File: config.mk
export PLATFORM = sky130hd
export DESIGN_NAME = rct_timer
export DESIGN_NICKNAME = d
export VERILOG_FILES = /design/src/include/rct_pkg.sv /design/src/rtl/rct_timer.sv
export SDC_FILE = /design/constraint.sdc
export NUM_CORES = 1
export LEC_CHECK = 0
export ABC_AREA = 0
export BUFFER_PORTS_ARGS = -buffer_cell sky130_fd_sc_hd__buf_4
export CORE_AREA = 2 2 122 124
export CTS_BUF_LIST = sky130_fd_sc_hd__clkbuf_4 sky130_fd_sc_hd__clkbuf_8 sky130_fd_sc_hd__clkbuf_16
export CTS_CLUSTER_SIZE = 24
export DETAILED_ROUTE_END_ITERATION = 10
export DIE_AREA = 0 0 124 126
export PLACE_DENSITY = 0.66
export SKIP_LAST_GASP = 1
export SYNTH_ARGS = -nofsm -noshare
export SYNTH_HDL_FRONTEND = slang
export SYNTH_SLANG_ARGS = --single-unit
File: constraint.sdc
create_clock -name aclk -period 5 [get_ports aclk]
set_input_delay 0.25 -clock aclk [delete_from_list [all_inputs] [get_ports aclk]]
set_output_delay 0.25 -clock aclk [all_outputs]
set_load 0.03 [all_outputs]
File: src/include/rct_pkg.sv
// Overview of operation
// - Stop-on-receive halts first timer after four bits
// - Trimming modes ignore first stop-on-receive bit
// - Start-mode field selects start condition
// - Auto-reload set: reload and continue at zero, except trimming without underflow, which stops
// - Auto-reload clear: stop at zero until start
// - Every underflow sets the timer interrupt flag
// - Clock select 00 fast tick, 01 slow
// - First timer cascades third/second timer underflows
// - Start copies 16-bit reload word into counter
// - Reload writes affect only next start or auto-reload
// - Live counter readable as two bytes
// - Second timer offers same stop-on-receive bit
// - Second stop-on-receive ignored while trimming
// - Second timer cascades first/third timer underflows
// - Global control low nibble masks running bits
package rct_pkg;
  localparam int          NUM_TIMERS    = 2;
  localparam int          ADDR_W        = 8;
  localparam int          ADDR_LSB      = 2;
  // Register indices; byte address is four times the index
  localparam logic [5:0]  IDX_GLOBAL    = 6'h0e;
  localparam logic [5:0]  IDX_T0_CTRL   = 6'h0f;
  localparam logic [5:0]  IDX_T0_RLD_HI = 6'h10;
  localparam logic [5:0]  IDX_T0_RLD_LO = 6'h11;
  localparam logic [5:0]  IDX_T0_CNT_HI = 6'h12;
  localparam logic [5:0]  IDX_T0_CNT_LO = 6'h13;
  localparam logic [5:0]  IDX_T1_CTRL   = 6'h14;
  localparam logic [5:0]  IDX_T1_RLD_HI = 6'h15;
  localparam logic [5:0]  IDX_T1_RLD_LO = 6'h16;
  localparam logic [5:0]  IDX_T1_CNT_HI = 6'h17;
  localparam logic [5:0]  IDX_T1_CNT_LO = 6'h18;
  localparam logic [5:0]  IDX_IRQ_STAT  = 6'h20;
  localparam logic [5:0]  IDX_IRQ_EN    = 6'h21;
  localparam logic [5:0]  IDX_IRQ_CLR   = 6'h22;
  // Control register fields
  localparam int          STOP_RX_BIT   = 7;
  localparam int          MODE_HI       = 5;
  localparam int          MODE_LO       = 4;
  localparam int          AUTO_BIT      = 3;
  localparam int          CLK_HI        = 1;
  localparam int          CLK_LO        = 0;
  localparam logic [7:0]  CTRL_WR_MASK  = 8'hbb;
  localparam logic [7:0]  CTRL_RST      = 8'h00;
  localparam logic [15:0] RELOAD_RST    = 16'h0000;
  localparam logic [15:0] COUNT_RST     = 16'h0000;
  localparam logic [15:0] COUNT_ONE     = 16'h0001;
  localparam int          RUN_POS       = 4;
  localparam logic [1:0]  RESP_OKAY     = 2'h0;
  localparam logic [1:0]  RESP_SLVERR   = 2'h2;
  typedef enum logic [1:0] {
    START_NONE = 2'h0,
    START_TX   = 2'h1,
    TRIM_NOUF  = 2'h2,
    TRIM_UF    = 2'h3
  } rct_start_t;
  typedef enum logic [1:0] {
    CLK_FAST   = 2'h0,
    CLK_SLOW   = 2'h1,
    CLK_CASC_A = 2'h2,
    CLK_CASC_B = 2'h3
  } rct_clk_t;
endpackage : rct_pkg

File: src/rtl/rct_timer.sv
`timescale 1ns/1ps
module rct_timer (
  input  wire logic                        aclk,
  input  wire logic                        aresetn,
  input  wire logic                        ce,
  input  wire logic                        tick_fast,
  input  wire logic                        tick_slow,
  input  wire logic                        tx_end,
  input  wire logic                        rx_four_bits,
  input  wire logic                        lfo_in,
  input  wire logic                        timer2_underflow,
  input  wire logic [rct_pkg::ADDR_W-1:0]  s_axi_awaddr,
  input  wire logic                        s_axi_awvalid,
  output logic                             s_axi_awready,
  input  wire logic [31:0]                 s_axi_wdata,
  input  wire logic [3:0]                  s_axi_wstrb,
  input  wire logic                        s_axi_wvalid,
  output logic                             s_axi_wready,
  output logic [1:0]                       s_axi_bresp,
  output logic                             s_axi_bvalid,
  input  wire logic                        s_axi_bready,
  input  wire logic [rct_pkg::ADDR_W-1:0]  s_axi_araddr,
  input  wire logic                        s_axi_arvalid,
  output logic                             s_axi_arready,
  output logic [31:0]                      s_axi_rdata,
  output logic [1:0]                       s_axi_rresp,
  output logic                             s_axi_rvalid,
  input  wire logic                        s_axi_rready,
  output logic                             irq,
  output logic [rct_pkg::NUM_TIMERS-1:0]   underflow
);
  localparam int N = rct_pkg::NUM_TIMERS;

  logic                   aw_got_ff;
  logic                   w_got_ff;
  logic [5:0]             wr_idx_ff;
  logic [7:0]             wdata_ff;
  logic                   wstrb0_ff;
  logic                   bvalid_ff;
  logic [1:0]             bresp_ff;
  logic                   rvalid_ff;
  logic [31:0]            rdata_ff;
  logic [1:0]             rresp_ff;
  logic                   do_write;
  logic                   wr_en;
  logic                   wr_ok;
  logic [5:0]             rd_idx;
  logic [7:0]             rd_byte;
  logic                   rd_ok;
  logic [7:0]             ctrl_ff    [N];
  logic [15:0]            reload_ff  [N];
  logic [15:0]            count_ff   [N];
  logic [N-1:0]           running_ff;
  logic [N-1:0]           uf_ff;
  logic [N-1:0]           status_ff;
  logic [N-1:0]           nxt_status;
  logic [N-1:0]           enable_ff;
  logic [N-1:0]           clr_mask;
  logic [N-1:0]           casc_a;
  logic [N-1:0]           casc_b;
  logic [N-1:0]           gw_hit;
  logic                   lfo_q_ff;
  logic                   lfo_rise;

  function automatic logic idx_mapped(input logic [5:0] idx);
    unique case (idx)
      rct_pkg::IDX_GLOBAL,    rct_pkg::IDX_T0_CTRL,   rct_pkg::IDX_T0_RLD_HI,
      rct_pkg::IDX_T0_RLD_LO, rct_pkg::IDX_T0_CNT_HI, rct_pkg::IDX_T0_CNT_LO,
      rct_pkg::IDX_T1_CTRL,   rct_pkg::IDX_T1_RLD_HI, rct_pkg::IDX_T1_RLD_LO,
      rct_pkg::IDX_T1_CNT_HI, rct_pkg::IDX_T1_CNT_LO, rct_pkg::IDX_IRQ_STAT,
      rct_pkg::IDX_IRQ_EN,    rct_pkg::IDX_IRQ_CLR:   idx_mapped = 1'b1;
      default:                                        idx_mapped = 1'b0;
    endcase
  endfunction : idx_mapped

  // Write channel: address and data may arrive in either order
  assign s_axi_awready = !aw_got_ff && !bvalid_ff;
  assign s_axi_wready  = !w_got_ff && !bvalid_ff;
  assign do_write      = aw_got_ff && w_got_ff;
  assign wr_ok         = idx_mapped(wr_idx_ff);
  // Registers are one byte wide, so only lane 0 carries a write
  assign wr_en         = do_write && wr_ok && wstrb0_ff;
  assign s_axi_bvalid  = bvalid_ff;
  assign s_axi_bresp   = bresp_ff;

  always_ff @(posedge aclk) begin
    if (!aresetn) begin
      aw_got_ff <= 1'b0;
      w_got_ff  <= 1'b0;
      wr_idx_ff <= 6'h00;
      wdata_ff  <= 8'h00;
      wstrb0_ff <= 1'b0;
      bvalid_ff <= 1'b0;
      bresp_ff  <= rct_pkg::RESP_OKAY;
    end else if (ce) begin
      if (s_axi_awvalid && s_axi_awready) begin
        aw_got_ff <= 1'b1;
        wr_idx_ff <= s_axi_awaddr[rct_pkg::ADDR_W-1:rct_pkg::ADDR_LSB];
      end
      if (s_axi_wvalid && s_axi_wready) begin
        w_got_ff  <= 1'b1;
        wdata_ff  <= s_axi_wdata[7:0];
        wstrb0_ff <= s_axi_wstrb[0];
      end
      if (do_write) begin
        aw_got_ff <= 1'b0;
        w_got_ff  <= 1'b0;
        bvalid_ff <= 1'b1;
        bresp_ff  <= wr_ok ? rct_pkg::RESP_OKAY : rct_pkg::RESP_SLVERR;
      end else if (bvalid_ff && s_axi_bready) begin
        bvalid_ff <= 1'b0;
      end
    end
  end

  // Software-written configuration
  always_ff @(posedge aclk) begin
    if (!aresetn) begin
      for (int k = 0; k < N; k++) begin
        ctrl_ff[k]   <= rct_pkg::CTRL_RST;
        reload_ff[k] <= rct_pkg::RELOAD_RST;
      end
      enable_ff <= '0;
    end else if (ce && wr_en) begin
      unique case (wr_idx_ff)
        rct_pkg::IDX_T0_CTRL:   ctrl_ff[0] <= wdata_ff & rct_pkg::CTRL_WR_MASK;
        rct_pkg::IDX_T1_CTRL:   ctrl_ff[1] <= wdata_ff & rct_pkg::CTRL_WR_MASK;
        rct_pkg::IDX_T0_RLD_HI: reload_ff[0][15:8] <= wdata_ff;
        rct_pkg::IDX_T0_RLD_LO: reload_ff[0][7:0]  <= wdata_ff;
        rct_pkg::IDX_T1_RLD_HI: reload_ff[1][15:8] <= wdata_ff;
        rct_pkg::IDX_T1_RLD_LO: reload_ff[1][7:0]  <= wdata_ff;
        rct_pkg::IDX_IRQ_EN:    enable_ff <= wdata_ff[N-1:0];
        default:                ;
      endcase
    end
  end

  // Read channel
  assign rd_idx        = s_axi_araddr[rct_pkg::ADDR_W-1:rct_pkg::ADDR_LSB];
  assign s_axi_arready = !rvalid_ff;
  assign s_axi_rvalid  = rvalid_ff;
  assign s_axi_rdata   = rdata_ff;
  assign s_axi_rresp   = rresp_ff;

  always_comb begin
    rd_ok   = idx_mapped(rd_idx);
    rd_byte = 8'h00;
    unique case (rd_idx)
      rct_pkg::IDX_GLOBAL:    rd_byte = {{(4-N){1'b0}}, running_ff, 4'h0};
      rct_pkg::IDX_T0_CTRL:   rd_byte = ctrl_ff[0];
      rct_pkg::IDX_T0_RLD_HI: rd_byte = reload_ff[0][15:8];
      rct_pkg::IDX_T0_RLD_LO: rd_byte = reload_ff[0][7:0];
      rct_pkg::IDX_T0_CNT_HI: rd_byte = count_ff[0][15:8];
      rct_pkg::IDX_T0_CNT_LO: rd_byte = count_ff[0][7:0];
      rct_pkg::IDX_T1_CTRL:   rd_byte = ctrl_ff[1];
      rct_pkg::IDX_T1_RLD_HI: rd_byte = reload_ff[1][15:8];
      rct_pkg::IDX_T1_RLD_LO: rd_byte = reload_ff[1][7:0];
      rct_pkg::IDX_T1_CNT_HI: rd_byte = count_ff[1][15:8];
      rct_pkg::IDX_T1_CNT_LO: rd_byte = count_ff[1][7:0];
      rct_pkg::IDX_IRQ_STAT:  rd_byte = {{(8-N){1'b0}}, status_ff};
      rct_pkg::IDX_IRQ_EN:    rd_byte = {{(8-N){1'b0}}, enable_ff};
      default:                rd_byte = 8'h00;
    endcase
  end

  always_ff @(posedge aclk) begin
    if (!aresetn) begin
      rvalid_ff <= 1'b0;
      rdata_ff  <= 32'h0000_0000;
      rresp_ff  <= rct_pkg::RESP_OKAY;
    end else if (ce) begin
      if (s_axi_arvalid && s_axi_arready) begin
        rvalid_ff <= 1'b1;
        rdata_ff  <= {24'h00_0000, rd_byte};
        rresp_ff  <= rd_ok ? rct_pkg::RESP_OKAY : rct_pkg::RESP_SLVERR;
      end else if (rvalid_ff && s_axi_rready) begin
        rvalid_ff <= 1'b0;
      end
    end
  end

  // Trimming edges come from a synchronous level, so one register finds the rise
  always_ff @(posedge aclk) begin
    if (!aresetn) begin
      lfo_q_ff <= 1'b0;
    end else if (ce) begin
      lfo_q_ff <= lfo_in;
    end
  end
  assign lfo_rise = lfo_in && !lfo_q_ff;

  // Cascade sources use last cycle's underflow to keep the ring free of loops
  assign casc_a = {uf_ff[0], timer2_underflow};
  assign casc_b = {timer2_underflow, uf_ff[1]};
  assign underflow = uf_ff;

  generate
    for (genvar i = 0; i < N; i++) begin : g_tmr
      rct_pkg::rct_start_t mode;
      rct_pkg::rct_clk_t   csel;
      logic                trim;
      logic                tick;
      logic                start_evt;
      logic                stop_evt;
      logic                rx_stop;
      logic                gw_val;
      logic                free;

      assign mode   = rct_pkg::rct_start_t'(ctrl_ff[i][rct_pkg::MODE_HI:rct_pkg::MODE_LO]);
      assign csel   = rct_pkg::rct_clk_t'(ctrl_ff[i][rct_pkg::CLK_HI:rct_pkg::CLK_LO]);
      assign trim   = (mode == rct_pkg::TRIM_NOUF) || (mode == rct_pkg::TRIM_UF);
      assign gw_hit[i] = wr_en && (wr_idx_ff == rct_pkg::IDX_GLOBAL) && wdata_ff[i];
      assign gw_val = wdata_ff[rct_pkg::RUN_POS+i];
      assign rx_stop = ctrl_ff[i][rct_pkg::STOP_RX_BIT] && !trim && rx_four_bits;
      // Trimming starts on a rising edge while idle and stops on the next one
      assign start_evt = ((mode == rct_pkg::START_TX) && tx_end) ||
                         (trim && lfo_rise && !running_ff[i]);
      assign stop_evt  = rx_stop || (trim && lfo_rise && running_ff[i]);
      assign free      = !gw_hit[i] && !stop_evt && !start_evt;

      always_comb begin
        unique case (csel)
          rct_pkg::CLK_FAST:   tick = tick_fast;
          rct_pkg::CLK_SLOW:   tick = tick_slow;
          rct_pkg::CLK_CASC_A: tick = casc_a[i];
          rct_pkg::CLK_CASC_B: tick = casc_b[i];
        endcase
      end

      // Explicit software control wins over events, stops win over starts
      always_ff @(posedge aclk) begin
        if (!aresetn) begin
          running_ff[i] <= 1'b0;
          count_ff[i]   <= rct_pkg::COUNT_RST;
          uf_ff[i]      <= 1'b0;
        end else if (ce) begin
          uf_ff[i] <= 1'b0;
          if (gw_hit[i]) begin
            running_ff[i] <= gw_val;
            if (gw_val) begin
              count_ff[i] <= reload_ff[i];
            end
          end else if (stop_evt) begin
            running_ff[i] <= 1'b0;
          end else if (start_evt) begin
            running_ff[i] <= 1'b1;
            count_ff[i]   <= reload_ff[i];
          end else if (tick && running_ff[i]) begin
            if (count_ff[i] <= rct_pkg::COUNT_ONE) begin
              // Trimming without underflow just parks at zero
              uf_ff[i] <= (mode != rct_pkg::TRIM_NOUF);
              if (ctrl_ff[i][rct_pkg::AUTO_BIT] && (mode != rct_pkg::TRIM_NOUF)) begin
                count_ff[i] <= reload_ff[i];
              end else begin
                count_ff[i]   <= rct_pkg::COUNT_RST;
                running_ff[i] <= 1'b0;
              end
            end else begin
              count_ff[i] <= count_ff[i] - rct_pkg::COUNT_ONE;
            end
          end
        end
      end

    end
  endgenerate

  // Interrupt status: an underflow in the clear cycle keeps its bit
  assign clr_mask   = (wr_en && wr_idx_ff == rct_pkg::IDX_IRQ_CLR) ? wdata_ff[N-1:0] : '0;
  assign nxt_status = (status_ff & ~clr_mask) | uf_ff;

  always_ff @(posedge aclk) begin
    if (!aresetn) begin
      status_ff <= '0;
    end else if (ce) begin
      status_ff <= nxt_status;
    end
  end

  assign irq = |(status_ff & enable_ff);
endmodule : rct_timer

==> impl_metrics.tcl, run 1 <==
set metrics [dict create \
    status "finished, final reports clean" \
    place_area_um2 6810 \
    syn_inst 634 \
    tns_ns 0 \
    min-delay-start "s_axi_wdata[7]" \
    drv_slew 0 \
    numCtsBuffers 17 \
    avgRoutedWirePerCell_um 20.2 \
    wl_um 17700 \
    clk_pin_slew_worst_paths_ns 0.05 \
    numPortBuffers 52 \
    final_cell_mix "edfxtp_1 (76), nand2_1 (71), buf_4 (60)" \
    post-route-period-util_pct 61.8 \
    cts_buffer_depth 2 \
    fin_util_pct 51.5 \
    start_util_pct 44.3 \
    synth-seq-cells 115 \
    nNetsFinal 748 \
    num_antenna_cells 0 \
    clock_skew_ns 0.00907 \
    overflow 0 \
    tightest_slew_ns 1.04 \
    rsz0062_at_grt "false" \
    die_h_um 126 \
    drc 0 \
    final-setup-viol-count 0 \
    place.detailed.hpwl_um 13100 \
    die_x_um 124 \
    hold_path_depth 3 \
    gp_congestion 0.918 \
    critPathCaptureType "flop" \
    leakagePower_nw 2.69 \
    r2r_start "count_ff[1][5]$_SDFFCE_PN0P_" \
    synth_top_area_share_pct 36.0 \
    layout.cells.most_common "edfxtp_1" \
    synthArstFlopShare_pct 0 \
    dp_slack_ns 1.92 \
    final_cell_area_um2 7370 \
    grt_pass1_wl_um 27600 \
    worstSetupStartpointType "flop" \
    drv_cap 0 \
    cts_max_level 4 \
    min_to "wdata_ff[7]$_SDFFE_PN0P_" \
    dr.pass1.iters 5 \
    final_cell_count_no_fill 875 \
    grt_max_degree 27 \
    clk_latency_ns 0.42 \
    cts_sinks 115 \
    placedCellCount 843 \
    hold_viol 0 \
    dr_total_vias 5235 \
    cts-root-buf "clkbuf_16" \
    dieArea_um2 15600 \
    synth_cell_type_count 64 \
    area_growth_pct 16.1 \
    worstSetupPathType "flop to flop" \
    worst_slack_ns 1.91 \
    synth-edff-count 76 \
    slew_headroom_pct 29.5 \
    required_ns 5.35 \
    first_global_vias 5154 \
    r2r_end "underflow[1]$_SDFFE_PN0P_" \
    netlist_area_um2 6350 \
    syn_avg_cell_area_um2 10.0 \
    powerDensity_nw_per_um2 336 \
    cts.repair.resized 0 \
    ys_warn_count 0 \
    reg2regPathDepth 5 \
    worstPathMaxFanout 18 \
    power.total_mw 2.48 \
    coreArea_um2 14300 \
    layout-drive-gt1-share_pct 16.8 \
    ys_seq_area_share_pct 48.3 \
    synth_area_leaders "edfxtp_1 (36%), dfxtp_1 (12%), mux4_2 (4.6%), nand2_1 (4.2%), a21oi_1 (3.5%)" \
    whs_ns 0.0791 \
    postRouteAntennaNets 0 \
    grt_usage_pct 23.5 \
    period_minus_slack_ns 3.09 \
    post_cts_buffers 0 \
    hold_buffers 0 \
    num_rows 44 \
    holdCritPathClass "primary input to flop" \
    reg2reg_setup_slack_ns 1.91 \
    yosysTopAreaCell "edfxtp_1" \
    cts_tree "built" \
    ios 110 \
    synthFlopType "edfxtp_1" \
    vdd_ir_drop_max_v 0.000213 \
    avgViaCountPerCell 5.98 \
    antenna_found_initial 0 \
    first_iter_violations 469 \
    worstPathArrival_ns 3.44 \
    fmax_ghz 0.324 \
]
==> power by group <==
group / leakage [nW] / internal, mW / switching [mW]
registers: 1.10 / 1.05 / 0.0470
clock network: 0.293 / 0.716 / 0.419
logic: 1.30 / 0.0907 / 0.152
==> critical path: stages (launching register included) <==
cell	delay (ns)
edfxtp_1	0.52
or4_4	0.63
or4b_4	0.57
or3_1	0.60
or4b_1	0.56
a21oi_1	0.14
==> cell type report <==
class                      instances  area (um2)
clock buffer                      23         512
multi-input combinational        469        3010
timing repair buffer              60         450
fill                            1288        6940
sequential                       115        3060
clock inverter                     9        50.0
inverter                          15        56.3
tap                              184         230
==> Yosys cell counts (3+ instances only) <==
cell	count
a21oi_1	45
a221oi_1	5
a22o_1	8
a22oi_1	6
and2_1	25
and3_1	7
buf_1	6
buf_2	3
buf_4	26
clkbuf_1	25
dfxtp_1	39
edfxtp_1	76
ha_1	4
inv_1	15
mux2_2	3
mux2i_1	11
mux4_2	13
nand2_1	71
nand2b_1	12
nand3_1	23
nand3b_1	6
nand4_1	7
nor2_1	28
nor2b_1	4
nor3_1	21
nor4_1	13
o21ai_0	26
o22a_1	3
o22ai_1	21
o31ai_1	3
or3_1	8
or4_1	5
xnor2_1	13
xor2_1	13
==> state kept, by name, summed over array words and instances (netlist names), 2 cells and up <==
register,flops
count_ff,32
ctrl_ff,12
enable_ff,2
reload_ff,32
running_ff,2
s_axi_rdata,8
status_ff,2
underflow,2
wdata_ff,8
wr_idx_ff,6
==> layer usage <==
layer  vias to the layer above  GRT usage, %  routed length [um]
met3                        39          5.62                1450
li1                       2419             -                   -
met1                      2517          32.0                7420
met2                       260          35.7                8250
met5                         -             0                   0
met4                         0          9.98                 584
==> worst max path at each step <==
stage,slack [ns],cells after the start,endpoint,start
detailed placement,1.92,5,underflow[1]$_SDFFE_PN0P_,count_ff[1][5]$_SDFFCE_PN0P_
global route,1.84,5,count_ff[0][1]$_DFFE_PP_,wr_idx_ff[0]$_SDFFE_PN0P_
global placement,1.99,5,underflow[1]$_SDFFE_PN0P_,count_ff[1][5]$_SDFFCE_PN0P_
CTS,1.91,5,underflow[1]$_SDFFE_PN0P_,count_ff[1][5]$_SDFFCE_PN0P_
finish,1.91,5,underflow[1]$_SDFFE_PN0P_,count_ff[1][5]$_SDFFCE_PN0P_
floorplan,2.16,7,count_ff[1][0]$_SDFFCE_PN0P_,wr_idx_ff[2]$_SDFFE_PN0P_
==> cell families (layout without fill, tap and decap cells) <==
kind of cell               after synthesis  after routing  share of synthesized area [%]
and+or+nand+nor                        245            245                           20.4
xor gates and xnor gates                26             26                           3.59
other                                    1             26                         0.0591
adders and majority gates                4              4                          0.789
DFF                                    115            115                           48.3
buffers and inverters                   75            107                           6.03
AOI/OAI and AO/OA                      141            141                           14.0
muxes                                   27             27                           6.88
Note: power is estimated with default switching activity, not from simulation.
==> run 2, diff against run 1 <==
- PLACE_DENSITY: 0.66 -> 0.68
- clock period: 5 -> 2.8 ns (I/O delays scaled with it)
==> impl_metrics.tcl, run 2 (synthesis gave the netlist of run 1 again) <==
set metrics [dict create \
    powerDensity_nw_per_um2 608 \
    grtUsageMet1_pct 31.9 \
    start_util_pct 44.3 \
    worstPathArrival_ns 2.92 \
    gp_congestion 0.970 \
    hold_viol 0 \
    ios 110 \
    numPortBuffers 52 \
    grt_pass1_wl_um 27500 \
    required_ns 3.07 \
    use_met3_pct 5.16 \
    fillers 1229 \
    avgViaCountPerCell 5.82 \
    regArea_um2 3060 \
    coreArea_um2 14300 \
    die_x_um 124 \
    vdd_ir_drop_max_v 0.000478 \
    cts_tree "built" \
    numCtsBuffers 17 \
    postRouteAntennaNets 0 \
    placedCellCount 859 \
    dr_total_vias 5256 \
    grt_usage_pct 23.4 \
    min_to "wr_idx_ff[1]$_SDFFE_PN0P_" \
    drc 0 \
    leakagePower_nw 2.84 \
    top_regs "count_ff: 32 flops, reload_ff: 32 flops, ctrl_ff: 12 flops" \
    fmax_ghz 0.378 \
    final-setup-viol-count 0 \
    reg2reg_setup_slack_ns 0.15 \
    period_minus_slack_ns 2.65 \
    num_antenna_cells 0 \
    first_iter_violations 539 \
    slew_headroom_pct 42.3 \
    wl_um 17500 \
    grt_max_degree 26 \
    worstSetupStartpointType "flop" \
    worstSetupPathType "flop to flop" \
    worstPathMaxFanout 16 \
    cts_max_level 4 \
    antenna_found_initial 0 \
    nNetsFinal 776 \
    power.total_mw 4.67 \
    multiInputGateArea_um2 3000 \
    num_rows 44 \
    hold_path_depth 3 \
    place.detailed.hpwl_um 13000 \
    drv_cap 0 \
    holdCritPathClass "primary input to flop" \
    r2r_start "count_ff[0][12]$_DFFE_PP_" \
    cts_sinks 115 \
    clk_pin_slew_worst_paths_ns 0.05 \
    r2r_end "count_ff[0][15]$_DFFE_PP_" \
    clk_latency_ns 0.43 \
    avgRoutedWirePerCell_um 19.3 \
    rsz0062_at_grt "false" \
    cts-root-buf "clkbuf_16" \
    final_cell_mix "edfxtp_1 (76), buf_4 (74), nand2_1 (70)" \
    post_cts_buffers 0 \
    layout.cells.most_common "edfxtp_1" \
    tightest_slew_ns 0.854 \
    overflow 0 \
    layout-drive-gt1-share_pct 18.4 \
    area_growth_pct 21.1 \
    first_global_vias 5172 \
    drv_slew 0 \
    dieArea_um2 15600 \
    use_met2_pct 36.1 \
    min-delay-start "s_axi_awaddr[3]" \
    cts_buffer_depth 2 \
    reg2regPathDepth 7 \
    post-route-period-util_pct 94.5 \
    final_cell_count_no_fill 903 \
    tns_ns 0 \
    status "finished, final reports clean" \
    dr.pass1.iters 8 \
    busiest_layer "met2" \
    die_h_um 126 \
    clock_skew_ns 0.0129 \
    critPathCaptureType "flop" \
]
==> run 2: cell count changes in the layout (fill, tap and decap cells not counted), moves of 3 or more <==
cell           delta
buf_4            +14
bufinv_16         +3
clkinvlp_4        +3
dlygate4sd3_1    +12
clkinv_2          -4
inv_4             -4
==> run 2: timing repair <==
item                      4_1_cts  5_1_grt
gates resized for setup         0        0
hold endpoints to repair       12        0
hold buffers                   12        0
==> run 2: routing by layer <==
metal,up-vias,routed length (um)
li1,2459,-
met3,41,1280
met4,0,478
met1,2505,7480
met2,251,8240
met5,-,0
==> run 2: report_power, final <==
group | leakage [nW] | internal (mW) | switching, mW | total [mW]
clock | 0.295 | 1.45 | 0.791 | 2.25
combinational | 1.44 | 0.186 | 0.283 | 0.469
sequential | 1.10 | 1.88 | 0.0755 | 1.95
total | 2.84 | 3.52 | 1.15 | 4.67
==> run 2: cell type report <==
type	count	share of cell area (%)
clock buffer	21	6.01
sequential	115	39.9
timing repair buffer	88	9.31
inverter	15	0.733
clock inverter	11	1.99
multi-input combinational	469	39.1
tap	184	3.00
==> run 2: worst max path at each step <==
stage	startpoint	to	slack, ns	cells after the start
final	count_ff[0][12]$_DFFE_PP_	count_ff[0][15]$_DFFE_PP_	0.15	7
after global routing	count_ff[0][12]$_DFFE_PP_	count_ff[0][15]$_DFFE_PP_	0.02	7
after CTS	count_ff[0][12]$_DFFE_PP_	count_ff[0][15]$_DFFE_PP_	0.15	7
after detailed placement	count_ff[0][12]$_DFFE_PP_	count_ff[0][3]$_DFFE_PP_	0.22	7
after global placement	count_ff[1][5]$_SDFFCE_PN0P_	underflow[1]$_SDFFE_PN0P_	0.24	5
after floorplan	wr_idx_ff[2]$_SDFFE_PN0P_	count_ff[1][0]$_SDFFCE_PN0P_	0.11	7
==> run 2: critical path, cell delays in order (launching register included) <==
cell	delay, ns
edfxtp_1	0.43
or4_1	0.60
or3_1	0.35
nor4b_1	0.34
buf_4	0.22
a41oi_1	0.13
buf_4	0.24
o22ai_1	0.18
==> run 2: metrics by stage <==
step           utilization [%]  hold slack, ns  setup WS [ns]  area (um2)
2_1_floorplan                -           0.276          0.107        6440
3_3_place_gp              48.5           0.390          0.241        6950
3_5_place_dp              48.5           0.401          0.217        6950
4_1_cts                   53.7          0.0145          0.153        7680
5_1_grt                   53.7          0.0482         0.0237        7680
6_report                  53.7          0.0171          0.153        7680
==> run 3, diff against run 2 <==
- CORE_AREA: 2 2 122 124 -> 2 2 87 173
- DIE_AREA: 0 0 124 126 -> 0 0 89 175
==> impl_metrics.tcl, run 3 (synthesis gave the netlist of run 1 again) <==
set metrics [dict create \
    coreArea_um2 14300 \
    power_switching_mw 1.20 \
    dr_total_vias 5449 \
    p_sw_share_pct 25.7 \
    final-setup-viol-count 0 \
    crit_chain "or4_1 > or3_1 > nor4b_4 > buf_4 > a41oi_1 > buf_4 > o22ai_1" \
    worstSetupPathType "flop to flop" \
    tightest_slew_ns 0.652 \
    combPwrFrac_pct 10.3 \
    period_minus_slack_ns 2.69 \
    gp_congestion 0.993 \
    wl_um 18500 \
    dr.pass1.iters 7 \
    final_cell_area_um2 7700 \
    powerDensity_nw_per_um2 607 \
    layout-drive-gt1-share_pct 19.0 \
    postRouteAntennaNets 0 \
    layout.cells.most_common "buf_4" \
    clk_latency_ns 0.42 \
    internal_power_mw 3.47 \
    worstPathMaxFanout 16 \
    crit_buf_inv 2 \
    leakagePower_nw 2.85 \
    violations "negative hold slack" \
    holdCritPathClass "primary input to flop" \
    rsz0062_at_grt "false" \
    drv_cap 0 \
    hold_viol 1 \
    dp_slack_ns -0.0875 \
    fin_util_pct 53.9 \
    critPathTopFamily "simple AND/OR/NAND/NOR gates" \
    final_cell_mix "buf_4 (78), edfxtp_1 (76), nand2_1 (70)" \
    worstPathArrival_ns 2.95 \
    cts_max_level 4 \
    numCtsBuffers 17 \
    top_regs "count_ff: 32 flops, reload_ff: 32 flops, ctrl_ff: 12 flops" \
    cts-root-buf "clkbuf_16" \
    die_x_um 89 \
    clock_skew_ns 0.00954 \
    reg2reg_setup_slack_ns 0.11 \
    post-route-period-util_pct 96.1 \
    cts_sinks 115 \
    antenna_found_initial 0 \
    num_rows 62 \
    avgViaCountPerCell 5.97 \
    place_area_um2 6980 \
    status "finished with violations" \
    power.total_mw 4.67 \
    worstSetupStartpointType "flop" \
    path_common_cell "buf_4" \
    cts_buffer_depth 2 \
    ios 110 \
    first_global_vias 5430 \
    dieArea_um2 15600 \
    avgRoutedWirePerCell_um 20.3 \
    place.detailed.hpwl_um 14200 \
    die_h_um 175 \
    seqPwrFrac_pct 41.8 \
    first_iter_violations 529 \
    area_growth_pct 21.3 \
    fmax_ghz 0.372 \
    worst_slack_ns 0.109 \
    nNetsFinal 777 \
    vdd_ir_drop_max_v 0.000643 \
    start_util_pct 44.5 \
    numPortBuffers 52 \
    critPathCaptureType "flop" \
    required_ns 3.06 \
    cp_slowest_cell "or4_1" \
    grt_pass1_wl_um 28600 \
    grt_max_degree 26 \
    clk_pin_slew_worst_paths_ns 0.06 \
    drc 0 \
    drv_slew 0 \
    clock_power_share_pct 47.9 \
    whs_ns -0.00245 \
    cp_slowest_stage_delay_ns 0.60 \
    slew_headroom_pct 56.5 \
    overflow 0 \
    cts_tree "built" \
    grt_usage_pct 24.7 \
    num_antenna_cells 0 \
]
run 3: metal layers:
metal,vias to the layer above,track usage (%),routed length [um]
met5,-,0,0
met2,296,43.6,9980
li1,2474,-,-
met4,0,16.0,1380
met3,84,4.87,991
met1,2595,25.3,6190
run 3: power groups by stage:
stage	Clock, mW	Combinational [mW]	Sequential (mW)
after global placement	0	0.450	1.98
after detailed placement	0	0.459	1.99
after floorplan	0	0.331	1.96
after global routing	2.32	0.517	1.96
after CTS	2.25	0.472	1.95
final	2.24	0.479	1.95
run 3: worst paths after layout:
check,start,end,depth (start not counted)
max reg2reg,count_ff[0][12]$_DFFE_PP_,count_ff[0][7]$_DFFE_PP_,7
max,count_ff[0][12]$_DFFE_PP_,count_ff[0][7]$_DFFE_PP_,7
min,s_axi_wdata[4],wdata_ff[4]$_SDFFE_PN0P_,3
min reg2reg,s_axi_rresp[1]$_SDFFE_PN0P_,s_axi_rresp[1]$_SDFFE_PN0P_,2
run 3: repair_timing:
action | 4_1_cts | 5_1_grt
hold endpoints to repair | 9 | 0
resized for setup | 1 | 1
gates cloned | 0 | 0
buffers inserted | 0 | 1
setup endpoints to repair | 16 | 13
hold buffers | 9 | 0
run 3: layout make-up:
class	instances	area [um2]
Inverter	15	56.3
Fill cell	1268	6570
Multi-Input combinational cell	469	3020
Tap cell	192	240
Clock inverter	15	180
Timing Repair Buffer	89	716
Clock buffer	17	425
Sequential cell	115	3060
run 3: worst min-delay path, cell delays in order:
cell and delay (ns):
buf_4 0.11, nand2_1 0.05, a21oi_1 0.06
run 3: metrics by stage:
stage | cells | setup TNS (ns)
detailed placement | 870 | -0.778
finish | 912 | 0
floorplan | 659 | 0
global route | 912 | 0
CTS | 911 | 0
global placement | 870 | -0.0433
